===== config.mk =====
export PLATFORM = sky130hd
export DESIGN_NAME = cca_core
export DESIGN_NICKNAME = d
export VERILOG_FILES = /design/src/inc/cca_pkg.sv /design/src/core/cca_timer.sv /design/src/core/cca_axil.sv /design/src/core/cca_core.sv
export VERILOG_INCLUDE_DIRS = /design/src /design/src/inc
export SDC_FILE = /design/constraint.sdc
export NUM_CORES = 1
export LEC_CHECK = 0
export ABC_AREA = 1
export BUFFER_PORTS_ARGS = -buffer_cell sky130_fd_sc_hd__buf_2
export CAP_MARGIN = 20
export CORE_MARGIN = 2
export CORE_UTILIZATION = 50
export CTS_CLUSTER_SIZE = 28
export DETAILED_ROUTE_END_ITERATION = 10
export PLACE_DENSITY = 0.71
export REMOVE_ABC_BUFFERS = 1
export SLEW_MARGIN = 10
export SYNTH_ARGS = -nofsm -noshare
export SYNTH_HDL_FRONTEND = slang
export SYNTH_HIERARCHICAL = 1
export SYNTH_SLANG_ARGS = --single-unit

===== constraint.sdc =====
create_clock -name clk_sys_i -period 1.7 [get_ports clk_sys_i]
set_input_delay 0.255 -clock clk_sys_i [delete_from_list [all_inputs] [get_ports clk_sys_i]]
set_output_delay 0.255 -clock clk_sys_i [all_outputs]
set_load 0.02 [all_outputs]

===== src/inc/cca_map.svh =====
// named offsets, field positions, reset values and timing counts of the transceiver core
`ifndef CCA_MAP_SVH
`define CCA_MAP_SVH

// ==========================================
// clock and time figures
`define CCA_CLK_NS 8
`define CCA_DOM_TO_NS 800000
`define CCA_RECOV_NS 4000
`define CCA_CLAMP_NS 90
`define CCA_MODE_MAX_NS 10000
`define CCA_TMR_W 20
`define CCA_DOM_TO_CYC 20'((`CCA_DOM_TO_NS + `CCA_CLK_NS - 1) / `CCA_CLK_NS)
`define CCA_RECOV_CYC 20'((`CCA_RECOV_NS + `CCA_CLK_NS - 1) / `CCA_CLK_NS)
`define CCA_CLAMP_CYC 20'((`CCA_CLAMP_NS + `CCA_CLK_NS - 1) / `CCA_CLK_NS)
`define CCA_MODE_MAX_CYC (`CCA_MODE_MAX_NS / `CCA_CLK_NS)

// ==========================================
// register map
`define CCA_AW 12
`define CCA_REG_CTRL 12'h000
`define CCA_REG_STAT 12'h004
`define CCA_CTRL_SIL_BIT 0
`define CCA_CTRL_RST 1'h0
`define CCA_RESP_OKAY 2'h0
`define CCA_RESP_SLVERR 2'h2
`define CCA_STAT_W 8

`endif


===== src/inc/cca_pkg.sv =====
// types shared by the transceiver core files
package cca_pkg;

  // ==========================================
  // operating modes
  typedef enum logic [1:0] {
    CCA_UNPOWERED = 2'b00,
    CCA_SILENT = 2'b01,
    CCA_NORMAL = 2'b10
  } cca_mode_e;

endpackage


===== src/core/cca_timer.sv =====
// saturating run-length timer on the system clock
`timescale 1ns/1ps
`include "cca_map.svh"

module cca_timer (
  // clock and reset
  input wire logic clk_sys_i,
  input wire logic reset_n_i,
  // control
  input wire logic run_i,
  input wire logic [`CCA_TMR_W-1:0] limit_i,
  // result
  output logic done_o
);

  logic [`CCA_TMR_W-1:0] count;

  // ==========================================
  // counter: clears whenever run drops
  always_ff @(posedge clk_sys_i or negedge reset_n_i) begin
    if (!reset_n_i) begin
      count <= '0;
    end else if (!run_i) begin
      count <= '0;
    end else if (count != limit_i) begin
      count <= count + 1'b1;
    end
  end

  assign done_o = run_i && (count == limit_i);

endmodule // cca_timer


===== src/core/cca_axil.sv =====
// axi4-lite register slave: control and status words
`timescale 1ns/1ps
`include "cca_map.svh"

module cca_axil (
  // clock and reset
  input wire logic clk_sys_i,
  input wire logic reset_n_i,
  // write address and data
  input wire logic s_axi_awvalid,
  output logic s_axi_awready,
  input wire logic [`CCA_AW-1:0] s_axi_awaddr,
  input wire logic s_axi_wvalid,
  output logic s_axi_wready,
  input wire logic [31:0] s_axi_wdata,
  input wire logic [3:0] s_axi_wstrb,
  // write response
  output logic s_axi_bvalid,
  input wire logic s_axi_bready,
  output logic [1:0] s_axi_bresp,
  // read
  input wire logic s_axi_arvalid,
  output logic s_axi_arready,
  input wire logic [`CCA_AW-1:0] s_axi_araddr,
  output logic s_axi_rvalid,
  input wire logic s_axi_rready,
  output logic [31:0] s_axi_rdata,
  output logic [1:0] s_axi_rresp,
  // core side
  output logic force_silent_o,
  input wire logic [`CCA_STAT_W-1:0] status_i
);

  logic aw_held;
  logic w_held;
  logic [`CCA_AW-1:0] aw_addr;
  logic [31:0] w_data;
  logic [3:0] w_strb;

  wire aw_take = s_axi_awvalid && s_axi_awready;
  wire w_take = s_axi_wvalid && s_axi_wready;
  wire wr_go = aw_held && w_held && !s_axi_bvalid;
  wire wr_ctrl = (aw_addr == `CCA_REG_CTRL);
  wire wr_ok = wr_ctrl || (aw_addr == `CCA_REG_STAT);
  wire rd_ctrl = (s_axi_araddr == `CCA_REG_CTRL);
  wire rd_stat = (s_axi_araddr == `CCA_REG_STAT);
  wire [31:0] rd_word = rd_ctrl ? {31'h0000_0000, force_silent_o} :
                        rd_stat ? {24'h00_0000, status_i} : 32'h0000_0000;

  // ==========================================
  // write path: address and data in either order
  always_ff @(posedge clk_sys_i or negedge reset_n_i) begin
    if (!reset_n_i) begin
      aw_held <= 1'b0;
      w_held <= 1'b0;
      aw_addr <= '0;
      w_data <= 32'h0000_0000;
      w_strb <= 4'h0;
      s_axi_awready <= 1'b1;
      s_axi_wready <= 1'b1;
      s_axi_bvalid <= 1'b0;
      s_axi_bresp <= `CCA_RESP_OKAY;
      force_silent_o <= `CCA_CTRL_RST;
    end else begin
      if (aw_take) begin
        aw_held <= 1'b1;
        aw_addr <= s_axi_awaddr;
        s_axi_awready <= 1'b0;
      end
      if (w_take) begin
        w_held <= 1'b1;
        w_data <= s_axi_wdata;
        w_strb <= s_axi_wstrb;
        s_axi_wready <= 1'b0;
      end
      if (wr_go) begin
        aw_held <= 1'b0;
        w_held <= 1'b0;
        s_axi_bvalid <= 1'b1;
        s_axi_bresp <= wr_ok ? `CCA_RESP_OKAY : `CCA_RESP_SLVERR;
        if (wr_ctrl && w_strb[0]) begin
          force_silent_o <= w_data[`CCA_CTRL_SIL_BIT];
        end
      end
      if (s_axi_bvalid && s_axi_bready) begin
        s_axi_bvalid <= 1'b0;
        s_axi_awready <= 1'b1;
        s_axi_wready <= 1'b1;
      end
    end
  end

  // ==========================================
  // read path: answer one cycle after the address is taken
  always_ff @(posedge clk_sys_i or negedge reset_n_i) begin
    if (!reset_n_i) begin
      s_axi_arready <= 1'b1;
      s_axi_rvalid <= 1'b0;
      s_axi_rdata <= 32'h0000_0000;
      s_axi_rresp <= `CCA_RESP_OKAY;
    end else if (s_axi_arvalid && s_axi_arready) begin
      s_axi_arready <= 1'b0;
      s_axi_rvalid <= 1'b1;
      s_axi_rdata <= rd_word;
      s_axi_rresp <= (rd_ctrl || rd_stat) ? `CCA_RESP_OKAY : `CCA_RESP_SLVERR;
    end else if (s_axi_rvalid && s_axi_rready) begin
      s_axi_rvalid <= 1'b0;
      s_axi_arready <= 1'b1;
    end
  end

endmodule // cca_axil


===== src/core/cca_core.sv =====
// mode control and fail-safe logic of the can transceiver
//
// The register addresses and register access over AXI4-Lite were left to the implementer.
`timescale 1ns/1ps
`include "cca_map.svh"

module cca_core #(
  parameter logic [`CCA_TMR_W-1:0] DOM_TO_CYCLES = `CCA_DOM_TO_CYC
) (
  // clock and power-up reset
  input wire logic clk_sys_i,
  input wire logic reset_n_i,
  // controller pins
  input wire logic txd_i,
  input wire logic txd_driven_i,
  input wire logic quiet_i,
  input wire logic quiet_driven_i,
  output logic rxd_o,
  // analog front end
  input wire logic bus_comparator_dom_i,
  input wire logic rxd_pin_level_i,
  input wire logic vcc_uv_i,
  input wire logic io_supply_uv_i,
  input wire logic overtemp_i,
  output logic bus_drive_dom_o,
  output logic [1:0] mode_o,
  // register bus
  input wire logic s_axi_awvalid,
  output logic s_axi_awready,
  input wire logic [`CCA_AW-1:0] s_axi_awaddr,
  input wire logic s_axi_wvalid,
  output logic s_axi_wready,
  input wire logic [31:0] s_axi_wdata,
  input wire logic [3:0] s_axi_wstrb,
  output logic s_axi_bvalid,
  input wire logic s_axi_bready,
  output logic [1:0] s_axi_bresp,
  input wire logic s_axi_arvalid,
  output logic s_axi_arready,
  input wire logic [`CCA_AW-1:0] s_axi_araddr,
  output logic s_axi_rvalid,
  input wire logic s_axi_rready,
  output logic [31:0] s_axi_rdata,
  output logic [1:0] s_axi_rresp
);

  cca_pkg::cca_mode_e state;
  cca_pkg::cca_mode_e next_state;
  logic dom_to_fault;
  logic ot_fault;
  logic clamp_fault;
  logic force_silent;
  logic dom_done;
  logic recov_done;
  logic clamp_done;

  // ==========================================
  // pin defaults and decoding
  // undriven pins resolve as the internal pulls would
  wire txd_eff = txd_driven_i ? txd_i : 1'b1;
  wire quiet_eff = quiet_driven_i ? quiet_i : 1'b0;
  wire uv = vcc_uv_i || io_supply_uv_i;
  wire powered = (state != cca_pkg::CCA_UNPOWERED);
  wire mismatch = bus_comparator_dom_i && rxd_pin_level_i;
  wire go_normal = !quiet_eff && txd_eff && !clamp_fault && !force_silent;
  wire go_silent = quiet_eff || clamp_fault || force_silent;
  wire drv_ok = (state == cca_pkg::CCA_NORMAL) && !dom_to_fault && !ot_fault &&
                !clamp_fault && !uv;
  wire next_drv = drv_ok && !txd_eff;
  wire next_rxd = powered ? !bus_comparator_dom_i : 1'b1;
  wire [`CCA_STAT_W-1:0] status = {1'b0, uv, clamp_fault, ot_fault, dom_to_fault, state, state[0]};

  // ==========================================
  // timers on the internal clock
  // a free clock stands in for the on-chip oscillator
  cca_timer u_dom_timer (
    .clk_sys_i(clk_sys_i),
    .reset_n_i(reset_n_i),
    .run_i(!txd_eff),
    .limit_i(DOM_TO_CYCLES),
    .done_o(dom_done)
  );

  cca_timer u_recov_timer (
    .clk_sys_i(clk_sys_i),
    .reset_n_i(reset_n_i),
    .run_i(txd_eff && dom_to_fault),
    .limit_i(`CCA_RECOV_CYC),
    .done_o(recov_done)
  );

  cca_timer u_clamp_timer (
    .clk_sys_i(clk_sys_i),
    .reset_n_i(reset_n_i),
    .run_i(mismatch && powered),
    .limit_i(`CCA_CLAMP_CYC),
    .done_o(clamp_done)
  );

  // ==========================================
  // register slave
  cca_axil u_regs (
    .clk_sys_i(clk_sys_i),
    .reset_n_i(reset_n_i),
    .s_axi_awvalid(s_axi_awvalid),
    .s_axi_awready(s_axi_awready),
    .s_axi_awaddr(s_axi_awaddr),
    .s_axi_wvalid(s_axi_wvalid),
    .s_axi_wready(s_axi_wready),
    .s_axi_wdata(s_axi_wdata),
    .s_axi_wstrb(s_axi_wstrb),
    .s_axi_bvalid(s_axi_bvalid),
    .s_axi_bready(s_axi_bready),
    .s_axi_bresp(s_axi_bresp),
    .s_axi_arvalid(s_axi_arvalid),
    .s_axi_arready(s_axi_arready),
    .s_axi_araddr(s_axi_araddr),
    .s_axi_rvalid(s_axi_rvalid),
    .s_axi_rready(s_axi_rready),
    .s_axi_rdata(s_axi_rdata),
    .s_axi_rresp(s_axi_rresp),
    .force_silent_o(force_silent),
    .status_i(status)
  );

  // ==========================================
  // mode state machine
  // quiet pin is not looked at while a supply is low
  always_comb begin
    next_state = state;
    unique case (state)
      cca_pkg::CCA_UNPOWERED: begin
        if (!uv) begin
          next_state = cca_pkg::CCA_SILENT;
        end
      end
      cca_pkg::CCA_SILENT: begin
        if (uv) begin
          next_state = cca_pkg::CCA_UNPOWERED;
        end else if (go_normal) begin
          next_state = cca_pkg::CCA_NORMAL;
        end
      end
      cca_pkg::CCA_NORMAL: begin
        if (uv) begin
          next_state = cca_pkg::CCA_UNPOWERED;
        end else if (go_silent) begin
          next_state = cca_pkg::CCA_SILENT;
        end
      end
      default: begin
        next_state = cca_pkg::CCA_UNPOWERED;
      end
    endcase
  end

  always_ff @(posedge clk_sys_i or negedge reset_n_i) begin
    if (!reset_n_i) begin
      state <= cca_pkg::CCA_UNPOWERED;
      mode_o <= 2'h0;
      bus_drive_dom_o <= 1'b0;
      rxd_o <= 1'b1;
    end else begin
      state <= next_state;
      mode_o <= next_state;
      bus_drive_dom_o <= next_drv;
      rxd_o <= next_rxd;
    end
  end

  // ==========================================
  // fault latches
  // each set term wins over its clear term
  always_ff @(posedge clk_sys_i or negedge reset_n_i) begin
    if (!reset_n_i) begin
      dom_to_fault <= 1'b0;
      ot_fault <= 1'b0;
      clamp_fault <= 1'b0;
    end else begin
      if (dom_done) begin
        dom_to_fault <= 1'b1;
      end else if (recov_done) begin
        dom_to_fault <= 1'b0;
      end
      if (overtemp_i) begin
        ot_fault <= 1'b1;
      end else if (txd_eff) begin
        ot_fault <= 1'b0;
      end
      if (clamp_done) begin
        clamp_fault <= 1'b1;
      end else if (!powered || !rxd_pin_level_i) begin
        clamp_fault <= 1'b0;
      end
    end
  end

  localparam int RecovCyc = `CCA_RECOV_CYC;
  localparam int ClampCyc = `CCA_CLAMP_CYC;

  logic [`CCA_TMR_W-1:0] low_run;
  logic [`CCA_TMR_W-1:0] high_run;
  logic [`CCA_TMR_W-1:0] mis_run;

  function automatic logic [`CCA_TMR_W-1:0] sat_inc(input logic [`CCA_TMR_W-1:0] v);
    return (&v) ? v : v + 1'b1;
  endfunction

  // run lengths seen only by the checks
  always_ff @(posedge clk_sys_i or negedge reset_n_i) begin
    if (!reset_n_i) begin
      low_run <= '0;
      high_run <= '0;
      mis_run <= '0;
    end else begin
      low_run <= txd_eff ? '0 : sat_inc(low_run);
      high_run <= !txd_eff ? '0 : sat_inc(high_run);
      mis_run <= !mismatch ? '0 : sat_inc(mis_run);
    end
  end
endmodule // cca_core


==> flow_summary_export.csv <==
group,metric,value,unit
clock_tree,clk_latency,360,ps
sta,finalSetupViolCount,0,
synth,ys_seq_area_share,29.0,%
min_path,holdPathStages,2,
min_path,worstHoldEndpoint,"u_regs/s_axi_wready",
clock_tree,cts_tree,"yes",
setup_path,crit_type,"reg2reg",
route,antenna_left,0,
synth,synth_area_leader_cell,"dfrtp_1",
synth,ys.warnings.count,6,
setup_path,slowest_delay,370,ps
placed_design,placed_area,0.00990,mm2
final_layout,nFillCells,1649,
synth,ys_ff_latch,99,
global_routing,antenna_found_initial,0,
clock_tree,root_buffer,"clkbuf_16",
global_routing,grt_overflow_total,0,
route,first_pass_iters,7,
global_routing,grt_pass1_wl,37100,um
route,dr_wl_met2,10400,um
sta,worst_slack,76.4,ps
sta,timing.fmax,616,MHz
synth,syn_inst,1437,
floorplan,core-area,0.0166,mm2
run,drv_cap,0,
route,met1Wirelength,9910,um
pwr,p_leak,5.94,nW
sta,min_period,1620,ps
setup_path,r2r_start,"state[1]",
final_layout,syn2layout_area_growth,20.7,%
floorplan,die-area,0.0182,mm2
min_path,min_from,"s_axi_wvalid",
setup_path,startpoint_type,"flip-flop",
sta,slew_viol_final,0,
setup_path,path_cells,"o21ai_2, nor2_1, buf_4, nand2_2, nor2_1, nand2_1, nor2_4, buf_4, nand4_1, nand2_1, inv_1",
outcome,status,"finished, final reports clean",
floorplan,start_util,51.4,%
route,vias_per_cell,4.56,
final_layout,layout_common_cells,"nand2_1 (599), inv_1 (195), conb_1 (177)",
pwr,vdd_drop_max,0.000676,V
clock_tree,htreeDepth,3,
pwr,p_per_area,650,mW/mm2
setup_path,critPathRequiredTime,1950,ps
synth,syn_area,0.00855,mm2
clock_tree,path_clk_slew,80,ps
route,dr.first_iter.drc_count,484,
sta,finalHoldViolations,0,
sta,finalCritPeriodShare,95.5,%
route,drc,0,
setup_path,cp_max_fo,7,
floorplan,die_h,135,um
setup_path,crit_start,"state[1]",
setup_path,rrSetupSlack,80,ps
global_routing,gr-usage-all-layers,25.0,%
route,routedWlPerCell,11.2,um
final_layout,layout_commonest_cell,"nand2_1",
final_layout,drive_above_1_share,15.0,%
route,num_vias,8758,
placed_design,dp_hpwl,17100,um
synth,syn_avg_cell_area,5.95,um2
synth,synth_top_area_share,27.8,%
placed_design,gp_routability_congestion,0.895,
placed_design,port_buffers,60,
setup_path,rr_worst_depth,11,
clock_tree,clock-sinks,99,
synth,yosysUniqueCellTypes,35,
global_routing,grt_max_degree,33,
setup_path,rr_endpoint,"u_clamp_timer/count[9]",
setup_path,cp.arrival,1870,ps
synth,synthTopCellsByArea,"dfrtp_1 (28%), nand2_1 (26%), inv_1 (8.6%), nor2_1 (6.5%), nand3_1 (6.4%)",
floorplan,rows,47,
final_layout,diodes,0,
route,met3_length,947,um
clock_tree,cts_max_path_buffers,2,
floorplan,die_w,135,um
clock_tree,cts_buffers,9,
final_layout,final_nets,1775,
setup_path,slowest_stage,"dfrtp_1",
pwr,power,6.70,mW
setup_path,worst_setup_path_end_kind,"flip-flop",
sta,skew,8.30,ps
min_path,worstHoldPathType,"in2reg",
route,top_layer_used,"met4",
final_layout,final_area,0.0103,mm2
sta,rsz0062_at_grt,"yes",
global_routing,grt_pass1_vias,8209,
placed_design,pre_cts_slack,34.5,ps
route,wl,21500,um
floorplan,ios,121,
## power breakdown
part           internal, mW  switching, mW
clock                  1.06           1.06
sequential             2.68          0.209
combinational         0.596           1.09
## layout make-up
cell class | count | area (um2) | share of cell area [%]
clock buffer | 9 | 225 | 2.18
clock inverter | 7 | 88.8 | 0.861
inverter | 222 | 837 | 8.11
multi-input combinational | 1237 | 5530 | 53.6
sequential | 99 | 2490 | 24.2
tap | 220 | 275 | 2.67
timing repair buffer | 127 | 866 | 8.39
## through the flow
step / std cells / TNS (ps) / hold slack (ps) / util, %
global placement: 1898 / 0 / 236 / 59.5
finish: 1921 / 0 / 70.3 / 62.0
CTS: 1915 / 0 / 51.2 / 61.4
global route: 1921 / -180 / 59.5 / 62.0
floorplan: 1558 / -16290 / -40.6 / -
detailed placement: 1898 / 0 / 244 / 59.5
## routing by layer
| layer | up-vias | GRT usage (%) |
|---|---|---|
| met3 | 22 | 4.02 |
| met2 | 184 | 43.6 |
| li1 | 4686 | - |
| met1 | 3866 | 32.9 |
| met4 | 0 | 5.38 |
| met5 | - | 0 |
## worst max-delay path by stage
stage                                         end  slack [ps]  depth (start not counted)
after CTS                 u_clamp_timer/count[10]          40                         11
after floorplan           u_clamp_timer/count[10]        -540                         10
after detailed placement  u_clamp_timer/count[10]          30                         12
after global placement     u_recov_timer/count[2]          50                         12
after global routing       u_clamp_timer/count[8]         -50                         11
final                      u_clamp_timer/count[9]          80                         11
## flip-flops by register name (all words and copies together) (netlist names), 2 cells and up
name	flops
u_regs/aw_addr	12
u_clamp_timer/count	20
state	2
u_dom_timer/count	20
u_recov_timer/count	20
u_regs/s_axi_rdata	8
## critical path, delay by kind of cell (launching register included)
kind | cells | cell delay [ps]
AOI/OAI and AO/OA | 1 | 80
DFF | 1 | 370
buffers and inverters | 3 | 350
and+or+nand+nor | 7 | 710
## Yosys cell counts, drive strengths merged
master	n
ha	3
a21oi	3
o21bai	2
or2	4
nand3	115
nand4	39
conb	3
xnor2	15
nand2	625
a31oi	1
nor3	11
clkbuf	7
xor2	18
o21ai	36
a21o	1
inv	222
nand3b	6
dfrtp	95
buf	46
dfstp	4
o211ai	3
nor2	178
## kinds of logic after synthesis
group | after synthesis | share of synthesized area (%)
AO/OA/AOI/OAI | 46 | 2.93
XOR/XNOR | 33 | 3.38
adder cells (fa/ha/maj) | 3 | 0.439
buffers and inverters | 275 | 14.3
flip-flops | 99 | 29.0
other | 3 | 0.132
AND/OR/NAND/NOR | 978 | 49.8
## timing repair
item | CTS | global route
hold endpoints to repair | 26 | 0
setup buffers | 0 | 6
gates resized for setup | 0 | 26
endpoints found under the setup margin | 0 | 49
hold buffers | 1 | 0
Note: power is estimated with default switching activity, not from simulation.
